## src/core/csd_defines.svh

```systemverilog
// Purpose: constants of the chip select address decoder
// Assumes: register index times four is the avalon byte address
// Notes: address ranges are inclusive, bank is address bits 23:16
`ifndef CSD_DEFINES_SVH
`define CSD_DEFINES_SVH
`define CSD_IDX_PORT7_CHIP_SELECT_ENABLE      16'hdf27
`define CSD_IDX_BCR       16'hdf40
`define CSD_IDX_SYSTEM_SPEED_CONTROL      16'hdf41
`define CSD_IDX_CFG       16'h0001
`define CSD_IDX_STAT      16'h0002
`define CSD_BCR_RST_STRAP 8'h89
`define CSD_BCR_RST       8'h00
`define CSD_REG_RST       8'h00
`define CSD_SYSTEM_SPEED_CONTROL_RAMSEL   2
`define CSD_CFG_ROMON     0
`define CSD_BANK_ZERO     8'h00
`define CSD_BANK_TOP      8'hff
`define CSD_BANK_LOW_END  8'h3f
`define CSD_BANK_MID_LO   8'h40
`define CSD_BANK_MID_HI   8'hbf
`define CSD_BANK_HIGH_LO  8'hc0
`define CSD_PORTX_LO      16'hdf00
`define CSD_PORTX_HI      16'hdf1f
`define CSD_COPX_LO       16'hdfc0
`define CSD_COPX_HI       16'hdfff
`define CSD_IOBLK_LO      16'hdf00
`define CSD_IOBLK_HI      16'hdfff
`define CSD_IRAM_LO       16'h0000
`define CSD_IRAM_HI       16'h01ff
`define CSD_CACHE_LO      16'h0200
`define CSD_CACHE_HI      16'h7fff
`define CSD_ROMA_LO       16'h8000
`define CSD_ROMA_HI       16'hdeff
`define CSD_ROMB_LO       16'he000
`define CSD_ROMB_HI       16'hffff
`define CSD_VEC_LO        16'hffc0
`define CSD_VEC_HI        16'hffff
`define CSD_SEL_PORTX     0
`define CSD_SEL_COPX      1
`define CSD_SEL_ONCHIP    2
`define CSD_SEL_CACHE     3
`define CSD_SEL_ROM       4
`define CSD_SEL_LOW       5
`define CSD_SEL_MID       6
`define CSD_SEL_HIGH      7
`endif

```

## src/core/csd_pkg.sv

```systemverilog
// Purpose: types of the chip select address decoder
// Assumes: nothing
// Notes: width codes are shared by accumulator and index outputs
package csd_pkg;
  typedef enum logic [1:0] {
    CSD_W8  = 2'h0,
    CSD_W16 = 2'h1,
    CSD_W32 = 2'h2
  } csd_width_e;
  typedef enum logic [1:0] {
    CSD_ST_IDLE = 2'h1,
    CSD_ST_ACK  = 2'h2
  } csd_bus_state_e;
endpackage

```

## src/core/csd_top.sv

```systemverilog
// Purpose: chip select decoder with avalon register slave
// Assumes: cpu address and flags synchronous to clk
// Notes: all outputs registered, one cycle after the address
`timescale 1ns/100ps
`include "csd_defines.svh"
module csd_top (
  input  wire logic        clk,
  input  wire logic        reset,
  input  wire logic        bus_enable_rdy,
  input  wire logic [23:0] cpu_address,
  input  wire logic        cpu_address_valid,
  input  wire logic        emul16_flag,
  input  wire logic        emul8_flag,
  input  wire logic        m_flag,
  input  wire logic        x_flag,
  input  wire logic [7:0]  port7_data,
  input  wire logic [17:0] avs_address,
  input  wire logic        avs_read,
  input  wire logic        avs_write,
  input  wire logic [31:0] avs_writedata,
  input  wire logic [3:0]  avs_byteenable,
  output logic [31:0]      avs_readdata,
  output logic             avs_waitrequest,
  output logic             port_expansion_select_n,
  output logic             coproc_expansion_select_n,
  output logic             onchip_select_n,
  output logic             cache_ram_select_n,
  output logic             rom_select_n,
  output logic             low_memory_select_n,
  output logic             mid_user_select_n,
  output logic             high_user_select_n,
  output logic [7:0]       port7_pin_out,
  output csd_pkg::csd_width_e acc_width,
  output csd_pkg::csd_width_e index_width
);

  function automatic logic in_rng(input logic [15:0] v,
                                  input logic [15:0] lo,
                                  input logic [15:0] hi);
    in_rng = (v >= lo) && (v <= hi);
  endfunction

  // register bus state
  csd_pkg::csd_bus_state_e state_reg;
  csd_pkg::csd_bus_state_e state_next;
  logic [7:0]  port7_chip_select_enable_reg;
  logic [7:0]  port7_chip_select_enable_next;
  logic [7:0]  bcr_reg;
  logic [7:0]  bcr_next;
  logic [7:0]  system_speed_control_reg;
  logic [7:0]  system_speed_control_next;
  logic [7:0]  cfg_reg;
  logic [7:0]  cfg_next;
  logic [31:0] rdata_reg;
  logic [31:0] rdata_next;
  logic        wait_reg;
  logic        wait_next;
  logic [15:0] idx;
  logic        wr_low;

  // decode state
  logic [7:0]  sel_reg;
  logic [7:0]  sel_next;
  logic [7:0]  pin_reg;
  logic [7:0]  pin_next;
  csd_pkg::csd_width_e accw_reg;
  csd_pkg::csd_width_e accw_next;
  csd_pkg::csd_width_e idxw_reg;
  csd_pkg::csd_width_e idxw_next;

  logic [7:0]  bank;
  logic [15:0] offs;
  logic        b0;
  logic        bff;
  logic        rom_on;
  logic        ramsel;
  logic        h_portx;
  logic        h_copx;
  logic        h_ioblk;
  logic        h_iram;
  logic        h_vec;
  logic        h_onrom;
  logic        h_onchip;
  logic        h_cache;
  logic        h_rom;
  logic        h_low;
  logic        h_mid;
  logic        h_high;
  logic [7:0]  raw_sel;

  assign idx    = avs_address[17:2];
  assign wr_low = avs_write && avs_byteenable[0];
  assign bank   = cpu_address[23:16];
  assign offs   = cpu_address[15:0];
  assign b0     = bank == `CSD_BANK_ZERO;
  assign bff    = bank == `CSD_BANK_TOP;
  assign rom_on = cfg_reg[`CSD_CFG_ROMON];
  assign ramsel = system_speed_control_reg[`CSD_SYSTEM_SPEED_CONTROL_RAMSEL];

  // avalon slave: one wait cycle, then a single cycle answer
  always_comb begin
    state_next = state_reg;
    port7_chip_select_enable_next  = port7_chip_select_enable_reg;
    bcr_next   = bcr_reg;
    system_speed_control_next  = system_speed_control_reg;
    cfg_next   = cfg_reg;
    rdata_next = rdata_reg;
    wait_next  = 1'b1;
    case (state_reg)
      csd_pkg::CSD_ST_IDLE: begin
        if (avs_read || avs_write) begin
          state_next = csd_pkg::CSD_ST_ACK;
          wait_next  = 1'b0;
          case (idx)
            `CSD_IDX_PORT7_CHIP_SELECT_ENABLE: rdata_next = {24'h000000, port7_chip_select_enable_reg};
            `CSD_IDX_BCR:  rdata_next = {24'h000000, bcr_reg};
            `CSD_IDX_SYSTEM_SPEED_CONTROL: rdata_next = {24'h000000, system_speed_control_reg};
            `CSD_IDX_CFG:  rdata_next = {24'h000000, cfg_reg};
            `CSD_IDX_STAT: rdata_next = {28'h0000000, idxw_reg, accw_reg};
            default:       rdata_next = 32'h00000000;
          endcase
        end
      end
      csd_pkg::CSD_ST_ACK: begin
        // write lands on the edge the master sees waitrequest low
        state_next = csd_pkg::CSD_ST_IDLE;
        if (wr_low) begin
          case (idx)
            `CSD_IDX_PORT7_CHIP_SELECT_ENABLE: port7_chip_select_enable_next = avs_writedata[7:0];
            `CSD_IDX_BCR:  bcr_next  = avs_writedata[7:0];
            `CSD_IDX_SYSTEM_SPEED_CONTROL: system_speed_control_next = avs_writedata[7:0];
            `CSD_IDX_CFG:  cfg_next  = avs_writedata[7:0];
            default:       cfg_next  = cfg_reg;
          endcase
        end
      end
      default: state_next = csd_pkg::CSD_ST_IDLE;
    endcase
    if (reset) begin
      state_next = csd_pkg::CSD_ST_IDLE;
      wait_next  = 1'b1;
      rdata_next = 32'h00000000;
      port7_chip_select_enable_next  = `CSD_REG_RST;
      system_speed_control_next  = `CSD_REG_RST;
      cfg_next   = `CSD_REG_RST;
      // strap level taken while reset is held, synchronous reset
      bcr_next   = bus_enable_rdy ? `CSD_BCR_RST : `CSD_BCR_RST_STRAP;
    end
  end

  always_ff @(posedge clk) begin
    state_reg <= state_next;
    port7_chip_select_enable_reg  <= port7_chip_select_enable_next;
    bcr_reg   <= bcr_next;
    system_speed_control_reg  <= system_speed_control_next;
    cfg_reg   <= cfg_next;
    rdata_reg <= rdata_next;
    wait_reg  <= wait_next;
  end

  // address decode, priority keeps the select vector one-hot
  always_comb begin
    h_portx  = b0 && in_rng(offs, `CSD_PORTX_LO, `CSD_PORTX_HI);
    h_copx   = b0 && in_rng(offs, `CSD_COPX_LO, `CSD_COPX_HI);
    h_ioblk  = b0 && in_rng(offs, `CSD_IOBLK_LO, `CSD_IOBLK_HI);
    h_iram   = b0 && !ramsel && in_rng(offs, `CSD_IRAM_LO, `CSD_IRAM_HI);
    h_vec    = bff && in_rng(offs, `CSD_VEC_LO, `CSD_VEC_HI);
    h_onrom  = rom_on && (b0 || bff) && in_rng(offs, `CSD_ROMB_LO, `CSD_ROMB_HI);
    h_onchip = !h_portx && !h_copx && (h_ioblk || h_iram || h_vec || h_onrom);
    h_cache  = b0 && in_rng(offs, ramsel ? `CSD_IRAM_LO : `CSD_CACHE_LO,
                            `CSD_CACHE_HI);
    h_rom    = b0 && (in_rng(offs, `CSD_ROMA_LO, `CSD_ROMA_HI) ||
                      (!rom_on && in_rng(offs, `CSD_ROMB_LO, `CSD_ROMB_HI)));
    h_low    = (bank <= `CSD_BANK_LOW_END) && !h_ioblk && !h_iram && !h_onrom &&
               !(port7_chip_select_enable_reg[`CSD_SEL_CACHE] && h_cache) &&
               !(port7_chip_select_enable_reg[`CSD_SEL_ROM] && h_rom);
    h_mid    = (bank >= `CSD_BANK_MID_LO) && (bank <= `CSD_BANK_MID_HI);
    h_high   = (bank >= `CSD_BANK_HIGH_LO) && !h_vec && !h_onrom;
    raw_sel  = {h_high, h_mid, h_low, h_rom, h_cache, h_onchip, h_copx, h_portx};
    // a select whose pin is in port mode is never asserted
    sel_next = cpu_address_valid ? (raw_sel & port7_chip_select_enable_reg) : 8'h00;
    if (reset) begin
      sel_next = 8'h00;
    end
  end

  // pin mux per port 7 line
  genvar gi;
  generate
    for (gi = 0; gi < 8; gi++) begin : g_pin
      always_comb begin
        pin_next[gi] = port7_chip_select_enable_reg[gi] ? !sel_next[gi] : port7_data[gi];
        if (reset) begin
          pin_next[gi] = 1'b1;
        end
      end
    end
  endgenerate

  // register widths from emulation and width flags
  always_comb begin
    if (m_flag || (emul16_flag && emul8_flag)) begin
      accw_next = csd_pkg::CSD_W8;
    end else if (!emul16_flag && emul8_flag) begin
      accw_next = csd_pkg::CSD_W32;
    end else begin
      accw_next = csd_pkg::CSD_W16;
    end
    if (x_flag || (emul16_flag && emul8_flag)) begin
      idxw_next = csd_pkg::CSD_W8;
    end else if (!emul16_flag) begin
      idxw_next = csd_pkg::CSD_W32;
    end else begin
      idxw_next = csd_pkg::CSD_W16;
    end
    if (reset) begin
      accw_next = csd_pkg::CSD_W16;
      idxw_next = csd_pkg::CSD_W16;
    end
  end

  always_ff @(posedge clk) begin
    sel_reg  <= sel_next;
    pin_reg  <= pin_next;
    accw_reg <= accw_next;
    idxw_reg <= idxw_next;
  end

  assign avs_readdata              = rdata_reg;
  assign avs_waitrequest           = wait_reg;
  assign port_expansion_select_n   = !sel_reg[`CSD_SEL_PORTX];
  assign coproc_expansion_select_n = !sel_reg[`CSD_SEL_COPX];
  assign onchip_select_n           = !sel_reg[`CSD_SEL_ONCHIP];
  assign cache_ram_select_n        = !sel_reg[`CSD_SEL_CACHE];
  assign rom_select_n              = !sel_reg[`CSD_SEL_ROM];
  assign low_memory_select_n       = !sel_reg[`CSD_SEL_LOW];
  assign mid_user_select_n         = !sel_reg[`CSD_SEL_MID];
  assign high_user_select_n        = !sel_reg[`CSD_SEL_HIGH];
  assign port7_pin_out             = pin_reg;
  assign acc_width                 = accw_reg;
  assign index_width               = idxw_reg;
endmodule

```

## config.mk

```make
export PLATFORM = sky130hd
export DESIGN_NAME = csd_top
export DESIGN_NICKNAME = d
export VERILOG_FILES = /design/src/core/csd_pkg.sv /design/src/core/csd_top.sv
export VERILOG_INCLUDE_DIRS = /design/src /design/src/core
export SDC_FILE = /design/constraint.sdc
export NUM_CORES = 1
export LEC_CHECK = 0
export BUFFER_PORTS_ARGS = -buffer_cell sky130_fd_sc_hd__clkbuf_2
export CAP_MARGIN = 20
export CORE_UTILIZATION = 28
export DETAILED_ROUTE_END_ITERATION = 16
export PLACE_DENSITY = 0.52
export SYNTH_ARGS = -nofsm -noshare
export SYNTH_HDL_FRONTEND = slang
export SYNTH_SLANG_ARGS = --single-unit
export TNS_END_PERCENT = 100
```

## constraint.sdc

```tcl
create_clock -name clk -period 1.95 [get_ports clk]
set_input_delay 0.0975 -clock clk [delete_from_list [all_inputs] [get_ports clk]]
set_output_delay 0.0975 -clock clk [all_outputs]
set_load 0.01 [all_outputs]
```

# == Word-level counts from Yosys, hierarchy flattened ==
# Cells that the tools add are included.
# totals
mem_bits_rw,0
elab_cells,143
latch_bits,0
register_bits,87
mem_count,0
input_bits,96
output_inout_bits,53
romBits,0
# op_classes
n_bitwise,2
div,0
reduce_logical,81
muxes,22
shift,0
n_lt_le_gt_ge,17
n_addsub,0
n_eq_ne,8
n_mul,0
# op_table
cell,n
$ge 16x16->1 const B,5
$le 16x16->1 const B,4
$mux 8,7
$eq 16x16->1 const B,3
$pmux 8 s5,1
$logic_and 1x1->1,34
$logic_not 1->1,27
$eq 16x1->1 const B,1
$eq 16x2->1 const B,1
$ge 16x1->1 const B,1
$ge 16x10->1,1
$le 16x15->1 const B,1
$le 16x9->1 const B,1
$reduce_and 3->1,4
$mux 1,11
$mux 10,1
$and 8x8->8,1
$eq 8x8->1 const B,1
$ge 8x7->1 const B,1
$ge 8x8->1 const B,1
$le 8x6->1 const B,1
$le 8x8->1 const B,1
$logic_not 8->1,1
$logic_or 1x1->1,8
7 further kinds,12

# == Logic depth before layout (Yosys ltp) ==
# Gate-level depths: netlist (run 1).
# logic_depth
ltp_word,14
ltp_mapped,7
ltp_nobuf,7

# == Worst setup path after synthesis (run 1) ==
# Ideal clock, no wire load.
# synth_path
path_kind,reg-to-reg
startpoint,register system_speed_control_reg[2]
endpoint,"register pin_reg[3], in the netlist port7_pin_out[3]"
required_ns,1.827
setup_ns,0.123
stages_incl_launch_ff,8
period_less_slack_ns,1.757
path_buffers,0
path_slack_ns,0.193
t_arrival_ns,1.633
path_cell_list,dfxtp_1 inv_1 ha_1 nor4b_1 nand3_1 a311oi_1 a21oi_1 or2_2
# synth_via
elab_chain_len,9
# synth_lines
item,line_no,source
start: declaration,csd_top.sv:50,logic [7:0] system_speed_control_reg;
start signal: assignment,csd_top.sv:155,system_speed_control_reg <= system_speed_control_next;
$mux 10 (no source line),-,
$ge 16x10->1,csd_top.sv:40,in_rng = (v >= lo) && (v <= hi);
$logic_and 1x1->1,csd_top.sv:40,
$logic_and 1x1->1,csd_top.sv:170,"h_cache = b0 && in_rng(offs, ramsel ? `CSD_IRAM_LO : `CSD_CACHE_LO,"
$and 8x8->8,csd_top.sv:181,sel_next = cpu_address_valid ? (raw_sel & port7_chip_select_enable_reg) : 8'h00;
$mux 8,csd_top.sv:181,
$mux 8,csd_top.sv:182,if (reset) begin
$logic_not 1->1,csd_top.sv:192,pin_next[gi] = port7_chip_select_enable_reg[gi] ? !sel_next[gi] : port7_data[gi];
$mux 1,csd_top.sv:192,
end signal: assignment,csd_top.sv:224,pin_reg <= pin_next;
end: declaration,csd_top.sv:64,logic [7:0] pin_reg;
# No other way between the ends.
# A chain may end at the register's enable or synchronous reset.

# == Worst setup path after layout (run 1) ==
# layout_path
startpoint,register system_speed_control_reg[2]
endpoint,register sel_reg[5]
# layout_via
elab_chain_len,11
elab_cells_between_ends,17
cone_classes,order compare (1); mux (3); bitwise (1); reduce/logical (12)
# layout_lines
item,line_no,source
$mux 10 (no source line) / $logic_not 1->1 (equally long branches),-,
$ge 16x10->1 / $logic_and 1x1->1 (equally long branches),"csd_top.sv:40, csd_top.sv:166",
$logic_and 1x1->1 (on tied branches),"csd_top.sv:40, csd_top.sv:166",
$logic_and 1x1->1 / $logic_not 1->1 (equally long branches),"csd_top.sv:170, csd_top.sv:174",
$logic_and 1x1->1 (on tied branches),"csd_top.sv:175, csd_top.sv:174",
$logic_not 1->1 / $logic_and 1x1->1 (equally long branches),"csd_top.sv:175, csd_top.sv:174",
$logic_and 1x1->1 * (2 in a row),csd_top.sv:174,h_low = (bank <= `CSD_BANK_LOW_END) && !h_ioblk && !h_iram && !h_onrom &&
$and 8x8->8 *,csd_top.sv:181,
$mux 8 *,csd_top.sv:181,
$mux 8 *,csd_top.sv:182,
via sel_next[5],csd_top.sv:63,logic [7:0] sel_next;
end signal: assignment,csd_top.sv:223,sel_reg <= sel_next;
end: declaration,csd_top.sv:62,logic [7:0] sel_reg;
# Mark *: on every way through the listed nets, which the timed path passes. The rest lies on a longest branch.

==> flow_summary.json, run 1 <==
{
  "area_growth_pct": 31.22,
  "cp.required_ns": 2.18,
  "peakVddDrop_v": 0.0004078,
  "core_area_sq_um": 10790,
  "grt_pass1_vias": 2607,
  "tns_ns": 0,
  "fmax_ghz": 0.5692,
  "hold_start": "port7_data[2]",
  "rr_worst_depth": 8,
  "setup_violations": 0,
  "most-common-layout-cells": "clkbuf_2, dfxtp_1, nor2_1",
  "synth_area_sq_um": 3094,
  "rrSetupSlack_ns": 0.19,
  "wirelength_microns": 8268,
  "yosysWarnings": 0,
  "cts_buffers": 9,
  "r2r-end": "sel_reg[5]$_DFF_P_",
  "post_drt_via_cell_ratio": 4.650,
  "io_pins": 149,
  "synth_area_leaders": "dfxtp_1, edfxtp_1, buf_4",
  "die_w_microns": 107.1,
  "synth_top_area_cell": "dfxtp_1",
  "critPathMaxFanout": 2,
  "grt_overflow": 0,
  "dieArea_sq_um": 11470,
  "ys_seq_elements": 63,
  "antenna_left": 0,
  "avgRoutedWirePerCell_microns": 13.73,
  "h-tree-depth": 3,
  "rsz0062_at_grt": "false",
  "min_to": "port7_pin_out[2]$_SDFF_PP1_",
  "drive_gt1_share_pct": 30.30,
  "report.final.slew_viol_count": 0,
  "antenna_cells": 0,
  "period_needed_ns": 1.757,
  "grt_usage_pct": 15.12,
  "vias": 2799,
  "power_density_nw_per_um2": 724.8,
  "drc": 0,
  "fin_worst_skew_ns": 0.008614,
  "cts_tree": "yes",
  "num_rows": 38,
  "start_util_pct": 28.67,
  "dr.first_iter.drc_count": 100,
  "fill_cells": 1125,
  "postCtsSetupBuffers": 0,
  "cts.sinks": 63,
  "place_congestion": 0.7621,
  "end_kind": "register",
  "path_clk_slew_ns": 0.07,
  "die_h_microns": 107.1,
  "synth-edff-count": 8,
  "leakage_nw": 1.667,
  "hold_depth": 2,
  "maxCapViolCount": 0,
  "antenna_found_initial": 0,
  "finish.utilization_pct": 37.62,
  "grt_max_degree": 27,
  "worstHoldPathType": "in2reg",
  "start_kind": "register",
  "clk-insertion-delay-late_ns": 0.33,
  "timing.rr.start": "system_speed_control_reg[2]$_SDFFE_PP0P_",
  "critPathKind": "reg2reg",
  "async_flop_share_pct": 0,
  "synth_seq_area_share_pct": 43.35,
  "clock_path_buffers": 2,
  "hold_viol_final": 0,
  "grt_pass1_wl_microns": 13160,
  "cp.arrival_ns": 1.99,
  "synth_ff_type": "dfxtp_1",
  "hpwl_microns": 6217,
  "synthCells": 340,
  "synth_top_area_share_pct": 35.58,
  "status": "finished, final reports clean",
  "nets": 557,
  "final_common_cell": "clkbuf_2",
  "cts-root-buf": "clkbuf_8",
  "postSynthAreaPerCell_sq_um": 9.101,
  "portBuffers": 95,
  "finalCritPeriodShare_pct": 90.10,
  "drt_pre_antenna_iters": 4,
  "yosys.cell_types.count": 55
}
==> how the worst max path moves through the flow <==
stage	startpoint	end	slack [ns]	cells after the start
finish	system_speed_control_reg[2]$_SDFFE_PP0P_	sel_reg[5]$_DFF_P_	0.19	8
global route	system_speed_control_reg[2]$_SDFFE_PP0P_	port7_pin_out[3]$_SDFF_PP1_	0.05	7
CTS	system_speed_control_reg[2]$_SDFFE_PP0P_	sel_reg[5]$_DFF_P_	0.10	8
detailed placement	system_speed_control_reg[2]$_SDFFE_PP0P_	sel_reg[5]$_DFF_P_	0.11	8
global placement	system_speed_control_reg[2]$_SDFFE_PP0P_	sel_reg[5]$_DFF_P_	0.09	8
floorplan	system_speed_control_reg[2]$_SDFFE_PP0P_	port7_pin_out[3]$_SDFF_PP1_	0.19	7
==> report_power, final <==
part	total (W)	internal [W]	leakage (nW)	switching, W
sequential	0.00137	0.00136	0.525	0.0000169
clock	0.00127	0.000790	0.112	0.000482
combinational	0.000299	0.000125	1.03	0.000173
total	0.00294	0.00227	1.67	0.000672
==> routing by layer <==
layer	part of all wire [%]	global-route usage, %	up-vias
li1	-	-	1416
met1	46	19.09	1303
met2	48	25.16	76
met3	5.3	3.891	4
met4	0.53	4.697	0
met5	0	0	-
==> cell type report <==
type | instances | area (sq um) | area share [%]
multi-input cells | 252 | 1573 | 38.74
flip-flops and latches | 63 | 1341 | 33.04
repair buffers | 117 | 693.2 | 17.07
well taps | 140 | 175.2 | 4.314
clock buffers | 12 | 156.4 | 3.852
clock inverters | 3 | 65.06 | 1.602
inverters | 15 | 56.30 | 1.387
==> cell usage after synthesis, drive strengths merged (5+ instances only) <==
library cell and n:
nor3 15, a21oi 13, a221oi 8, edfxtp 8, clkbuf 6, nor4 8
o21bai 5, nand4 6, inv 15, nor2b 9, dfxtp 55, buf 27
nor2 47, mux2i 16, nand3 14, nand2 26
==> what timing repair did <==
| item | in CTS | in global routing |
|---|---|---|
| hold buffers | 6 | 0 |
| endpoints found under the hold margin | 4 | 0 |
| setup endpoints to repair | 0 | 3 |
| gates resized for setup | 0 | 2 |
==> logic make-up (layout without fill, tap and decap cells) <==
family,count (synthesis),after routing,share of synthesized area [%]
fa+ha+maj,3,3,1.213
mux,16,16,5.176
other cells,1,24,0.1212
compound gates,52,52,12.29
simple gates,157,157,28.83
buf+inv,48,147,9.017
flops,63,63,43.35
==> metrics by stage <==
stage	setup WS (ns)	hold WS (ns)	instance area (sq um)	instances	total power (W)
floorplan	0.1934	0.1686	3181	363	0.001571
global placement	0.09354	0.2737	3766	581	0.001688
detailed placement	0.1053	0.2763	3766	581	0.001693
CTS	0.1022	0.001175	4048	602	0.002979
global route	0.05161	0.001685	4060	602	0.003073
finish	0.1930	0.01538	4060	602	0.002943
==> critical path, cell delays in order (launching register included) <==
cell,delay (ns)
dfxtp_1,0.33
inv_1,0.06
ha_1,0.26
nor4b_2,0.18
nand3_1,0.13
a311oi_2,0.33
buf_4,0.16
nor2_1,0.04
and3_1,0.17
Power figures use the tool's default switching activity.
==> run 2, diff against run 1 <==
--- a/config.mk
+++ b/config.mk
@@ -6,11 +6,12 @@
 export SDC_FILE = /design/constraint.sdc
 export NUM_CORES = 1
 export LEC_CHECK = 0
+export ABC_AREA = 1
 export BUFFER_PORTS_ARGS = -buffer_cell sky130_fd_sc_hd__clkbuf_2
 export CAP_MARGIN = 20
 export CORE_UTILIZATION = 28
 export DETAILED_ROUTE_END_ITERATION = 16
-export PLACE_DENSITY = 0.52
+export PLACE_DENSITY = 0.51
 export SYNTH_ARGS = -nofsm -noshare
 export SYNTH_HDL_FRONTEND = slang
 export SYNTH_SLANG_ARGS = --single-unit
==> run 2 against run 1 <==
  * Wire length is 0.97% higher
  * Register-to-register slack better by 0.27 ns
  * Count of clock-buffer cells in the layout down 3
  * Sequential share of layout area is 1.5 points lower
  * Largest cell class unchanged
  * Largest power group is now clock
==> flow_summary.json, run 2 <==
{
  "drc": 0,
  "p_clk_share_pct": 48.1,
  "hold_depth": 3,
  "postCtsHoldBufs": 12,
  "die_w_microns": 110.7,
  "nets": 656,
  "grt_max_degree": 31,
  "cts_resized": 0,
  "antenna_cells": 0,
  "antenna_left": 0,
  "seqPwrFrac_pct": 42.2,
  "final_cell_area_sq_um": 4258,
  "period_needed_ns": 1.483,
  "core_area_sq_um": 11470,
  "synthMuxAreaShare_pct": 0,
  "cp_top_family": "simple AND/OR/NAND/NOR gates",
  "synthCells": 448,
  "fin_ws_ns": 0.4665,
  "cp.arrival_ns": 1.70,
  "grt_overflow": 0,
  "placed_area_sq_um": 3839,
  "synth_top_area_cell": "dfxtp_1",
  "synth_ff_type": "dfxtp_1",
  "place_congestion": 0.8185,
  "hpwl_microns": 6626,
  "drt_pre_antenna_iters": 5,
  "num_rows": 39,
  "internal-power_w": 0.002475,
  "leakage_nw": 1.894,
  "dp_worst_setup_slack_ns": 0.4302,
  "synth-edff-count": 8,
  "finalCritPeriodShare_pct": 76.08,
  "synth.most_common_cell": "nand2_1",
  "critPathKind": "reg2reg",
  "status": "finished, final reports clean",
  "cp.required_ns": 2.17,
  "cts.sinks": 63,
  "dpl.cell_count": 677,
  "synth_top_area_share_pct": 33.28,
  "rsz0062_at_grt": "false",
  "postSynthAreaPerCell_sq_um": 7.384,
  "fill_cells": 1188,
  "clock_path_buffers": 2,
  "cts-root-buf": "clkbuf_16",
  "async_flop_share_pct": 0,
  "critPathMaxFanout": 3,
  "area_growth_pct": 28.71,
  "synth_common_cells": "nand2_1, nor2_1, inv_1, dfxtp_1, nand3_1",
  "synthSimpleGateAreaFrac_pct": 30.33,
  "setup_violations": 0,
  "synth-xor-area-share_pct": 0,
  "path_clk_slew_ns": 0.06,
  "fin_worst_skew_ns": 0.004088,
  "final_cells": 705,
  "start_kind": "register",
  "yosysWarnings": 0,
  "synth_adder_area_share_pct": 1.135,
  "report.final.slew_viol_count": 0,
  "portBuffers": 95,
  "ys_seq_elements": 63,
  "rr_worst_depth": 8,
  "power_density_nw_per_um2": 764.5,
  "slowest_stage": "dfxtp_1",
  "synth_compound_area_share_pct": 12.78,
  "dr.first_iter.drc_count": 113,
  "drive_gt1_share_pct": 26.51,
  "peakVddDrop_v": 0.0003511,
  "antenna_found_initial": 0,
  "clk-insertion-delay-late_ns": 0.32,
  "fin_hold_ws_ns": 0.01203,
  "cts_tree": "yes",
  "start_util_pct": 28.85,
  "hold_viol_final": 0,
  "maxCapViolCount": 0,
  "most-common-layout-cells": "clkbuf_2, nand2_1, nor2_1",
  "synth_area_sq_um": 3308,
  "synth_top_family_by_area": "simple AND/OR/NAND/NOR gates",
  "grt_usage_pct": 14.31,
  "path_buf_inv": 1,
  "combPwrFrac_pct": 9.8,
  "grt_pass1_wl_microns": 13880,
  "h-tree-depth": 3,
  "final_common_cell": "clkbuf_2",
  "synth_area_leaders": "dfxtp_1, nand2_1, nor2_1",
  "tns_ns": 0,
  "swShare_pct": 23.98,
  "end_kind": "register",
  "die_h_microns": 110.7,
  "post_drt_via_cell_ratio": 4.350,
  "power_switching_w": 0.0007807,
  "grt_pass1_vias": 2964,
  "cts_buffers": 9,
  "cpPeakStageDelay_ns": 0.33,
  "crit_cells": 8,
  "avgRoutedWirePerCell_microns": 11.84,
  "wirelength_microns": 8348,
  "worstHoldPathType": "in2reg",
  "io_pins": 149,
  "synth_seq_area_share_pct": 40.54,
  "dieArea_sq_um": 12250,
  "crit_path_cell_trace": "inv_1 -> ha_1 -> nand3_1 -> nor3_1 -> o21bai_1 -> nand3_1 -> nand2_1 -> nand2_1",
  "vias": 3067,
  "postCtsSetupBuffers": 0,
  "yosys.cell_types.count": 35,
  "fmax_ghz": 0.6741
}
-- run 2: changes by cell type in the layout (fill, tap and decap cells not counted), moves of 7 or more --
cell       change
clkbuf_8       -9
nor2_1        +26
nand3_1       +24
a221oi_1       -7
nor3_1         -7
inv_1         +51
clkbuf_16      +8
a211oi_2      +16
o21ai_1        +7
nor2b_1        -9
buf_4          -8
nand2_1       +48
mux2i_1       -16
-- run 2: layout make-up --
class / instances / area [sq um] / share of cell area, %
multi-input combinational: 304 / 1554 / 36.50
sequential: 63 / 1341 / 31.50
timing repair buffer: 112 / 633.1 / 14.87
inverter: 67 / 251.5 / 5.907
clock buffer: 9 / 225.2 / 5.289
tap: 143 / 178.9 / 4.202
clock inverter: 7 / 73.82 / 1.734
-- run 2: worst reg2reg max path, stage by stage, from the launching register on --
cell	delay, ns
dfxtp_1	0.33
inv_1	0.08
ha_1	0.28
nand3_1	0.08
nor3_1	0.04
o21bai_1	0.28
nand3_1	0.16
nand2_1	0.08
nand2_1	0.04
-- run 2: final timing paths --
| kind | startpoint | endpoint | slack, ns |
|---|---|---|---|
| worst max-delay path | system_speed_control_reg[2]$_SDFFE_PP0P_ | port7_pin_out[5]$_SDFF_PP1_ | 0.47 |
| worst min-delay path | port7_data[2] | port7_pin_out[2]$_SDFF_PP1_ | 0.01 |
| worst max register to register | system_speed_control_reg[2]$_SDFFE_PP0P_ | port7_pin_out[5]$_SDFF_PP1_ | 0.47 |
| worst min register to register | system_speed_control_reg[6]$_SDFFE_PP0P_ | system_speed_control_reg[6]$_SDFFE_PP0P_ | 0.45 |
-- run 2: cells by family (layout without fill, tap and decap cells) --
group | count (synthesis) | in the layout
compound gates | 56 | 56
fa+ha+maj | 3 | 3
buf+inv | 104 | 195
flops | 63 | 63
other cells | 1 | 24
simple gates | 221 | 221
-- run 2: power groups by stage --
| stage | Sequential (W) | Clock, W | Combinational, W |
|---|---|---|---|
| final | 0.00137 | 0.00156 | 0.000317 |
| after detailed placement | 0.00140 | 0 | 0.000302 |
| after floorplan | 0.00141 | 0 | 0.000180 |
| after global placement | 0.00140 | 0 | 0.000296 |
| after CTS | 0.00137 | 0.00160 | 0.000321 |
| after global routing | 0.00138 | 0.00166 | 0.000362 |
-- run 2: metal layers --
metal  vias up  GRT usage (%)  part of all wire (%)
met1      1362          17.26                    45
met2        80          24.84                    49
met4         0          4.089                   1.2
met5         -              0                     0
met3        12          3.827                   4.6
li1       1613              -                     -
-- run 2: through the flow --
stage / power, W / util (%)
after floorplan: 0.001589 / -
after global placement: 0.001696 / 33.48
after detailed placement: 0.001704 / 33.48
after CTS: 0.003295 / 37.13
after global routing: 0.003399 / 37.13
final: 0.003255 / 37.13
==> run 3, diff against run 2 <==
==> constraint.sdc (replaced) <==
create_clock -name clk -period 1.4 [get_ports clk]
set_input_delay 0.07 -clock clk [delete_from_list [all_inputs] [get_ports clk]]
set_output_delay 0.07 -clock clk [all_outputs]
set_load 0.01 [all_outputs]
==> run 3 against run 2 <==
  * Cell count rose by 1.8%
  * Clock skew is 0.0052 ns higher
  * Critical path type unchanged
  * Non-clock buffer count grew 14
  * Worst hold slack gained 0.071 ns
  * Count of clock-buffer cells in the layout increased by 4
  * Sequential power up 39%
  * Final area is 3.1% higher
  * Via count grew 2.8%
  * Critical path depth stayed put
==> flow_summary.json, run 3 (synthesis results as in run 2) <==
{
  "h-tree-depth": 3,
  "dpl.cell_count": 689,
  "combPwrFrac_pct": 10.2,
  "clk-insertion-delay-late_ns": 0.32,
  "fin_worst_skew_ns": 0.009278,
  "crit_top_cell": "nand2_1",
  "period_needed_ns": 1.348,
  "status": "finished, final reports clean",
  "peakVddDrop_v": 0.0006331,
  "start_util_pct": 28.85,
  "fin_ws_ns": 0.05209,
  "worstHoldPathType": "in2reg",
  "rrSetupSlack_ns": 0.05,
  "end_kind": "register",
  "fill_cells": 1213,
  "seqPwrFrac_pct": 42.3,
  "cp.required_ns": 1.62,
  "grt_pass1_wl_microns": 14210,
  "dp_worst_setup_slack_ns": -0.001354,
  "maxCapViolCount": 0,
  "num_rows": 39,
  "p_clk_share_pct": 47.5,
  "nets": 670,
  "grt_usage_pct": 14.59,
  "cts_buffers": 9,
  "area_growth_pct": 32.72,
  "wirelength_microns": 8635,
  "crit_path_cell_trace": "inv_1 -> ha_1 -> nand3_1 -> nor3_2 -> o21bai_2 -> nand3_2 -> nand2_1 -> nand2_1",
  "avgRoutedWirePerCell_microns": 12.03,
  "finish.utilization_pct": 38.29,
  "drive_gt1_share_pct": 28.35,
  "report.final.slew_viol_count": 0,
  "cp.arrival_ns": 1.56,
  "cp_top_family": "simple AND/OR/NAND/NOR gates",
  "start_kind": "register",
  "post_drt_via_cell_ratio": 4.390,
  "path_buf_inv": 1,
  "antenna_cells": 0,
  "cts_tree": "yes",
  "hpwl_microns": 6768,
  "cpPeakStageDelay_ns": 0.32,
  "fmax_ghz": 0.7419,
  "die_h_microns": 110.7,
  "setup_violations": 0,
  "core_area_sq_um": 11470,
  "critPathMaxFanout": 3,
  "most-common-layout-cells": "clkbuf_2, nand2_1, nor2_1",
  "antenna_found_initial": 0,
  "clock_path_buffers": 2,
  "power_density_nw_per_um2": 1030,
  "path_clk_slew_ns": 0.06,
  "portBuffers": 95,
  "postCtsSetupBuffers": 0,
  "hold_viol_final": 0,
  "power_switching_w": 0.001048,
  "dieArea_sq_um": 12250,
  "die_w_microns": 110.7,
  "final_common_cell": "clkbuf_2",
  "slowest_stage": "dfxtp_2",
  "grt_pass1_vias": 3036,
  "finalCritPeriodShare_pct": 96.28,
  "dr.first_iter.drc_count": 114,
  "internal-power_w": 0.003473,
  "drc": 0,
  "grt_max_degree": 32,
  "swShare_pct": 23.19,
  "drt_pre_antenna_iters": 4,
  "vias": 3152,
  "critPathKind": "reg2reg",
  "final_cells": 718,
  "antenna_left": 0,
  "place_congestion": 0.8164,
  "cts.sinks": 63,
  "leakage_nw": 1.966,
  "io_pins": 149,
  "cts-root-buf": "clkbuf_16",
  "grt_overflow": 0
}
[run 3: cell count changes in the layout (fill, tap and decap cells not counted), moves of 2 or more]
| cell | delta |
|---|---|
| clkbuf_8 | +2 |
| buf_4 | +11 |
| dlygate4sd3_1 | +2 |
| clkinv_4 | -3 |
[run 3: worst paths after layout]
path	from	cells past startpoint	endpoint
min reg2reg	system_speed_control_reg[5]$_SDFFE_PP0P_	2	system_speed_control_reg[5]$_SDFFE_PP0P_
max	system_speed_control_reg[2]$_SDFFE_PP0P_	8	port7_pin_out[5]$_SDFF_PP1_
max reg2reg	system_speed_control_reg[2]$_SDFFE_PP0P_	8	port7_pin_out[5]$_SDFF_PP1_
min	avs_writedata[5]	3	system_speed_control_reg[5]$_SDFFE_PP0P_
[run 3: through the flow]
step / setup TNS (ns) / instance area, sq um / hold WS (ns) / total power (W)
after floorplan: 0 / 3395 / 0.1411 / 0.002214
after global placement: 0 / 3941 / 0.2497 / 0.002375
after detailed placement: -0.001354 / 3941 / 0.2473 / 0.002383
after CTS: 0 / 4379 / 0.07887 / 0.004569
after global routing: -0.06408 / 4390 / 0.08661 / 0.004715
final: 0 / 4390 / 0.08265 / 0.004522
[run 3: worst min-delay path, stage by stage]
cell and delay [ns]:
clkbuf_2 0.13, o21ai_1 0.07, a21oi_1 0.09
[run 3: metal layers]
metal	up-vias	GRT usage, %	share of wire (%)
met4	0	3.733	1.2
li1	1640	-	-
met5	-	0	0
met1	1431	17.52	45
met3	8	3.991	4.3
met2	73	25.59	49
[run 3: layout make-up]
class | instances | area, sq um | area share [%]
Multi-Input combinational cell | 304 | 1568 | 35.71
Sequential cell | 63 | 1343 | 30.58
Timing Repair Buffer | 126 | 755.7 | 17.21
Clock buffer | 13 | 281.5 | 6.412
Inverter | 67 | 251.5 | 5.728
Tap cell | 143 | 178.9 | 4.075
Clock inverter | 2 | 12.51 | 0.2850
[run 3: what timing repair did]
action,in CTS,in global routing
endpoints found under the hold margin,12,0
hold buffers,14,0
pin swaps,0,3
setup endpoints to repair,1,3
gates resized for setup,1,3
[run 3: power by group through the flow]
stage	registers [W]	clock network [W]	logic [W]
finish	0.00191	0.00215	0.000460
CTS	0.00191	0.00219	0.000464
floorplan	0.00196	0	0.000251
global route	0.00192	0.00228	0.000519
detailed placement	0.00195	0	0.000432
global placement	0.00195	0	0.000424
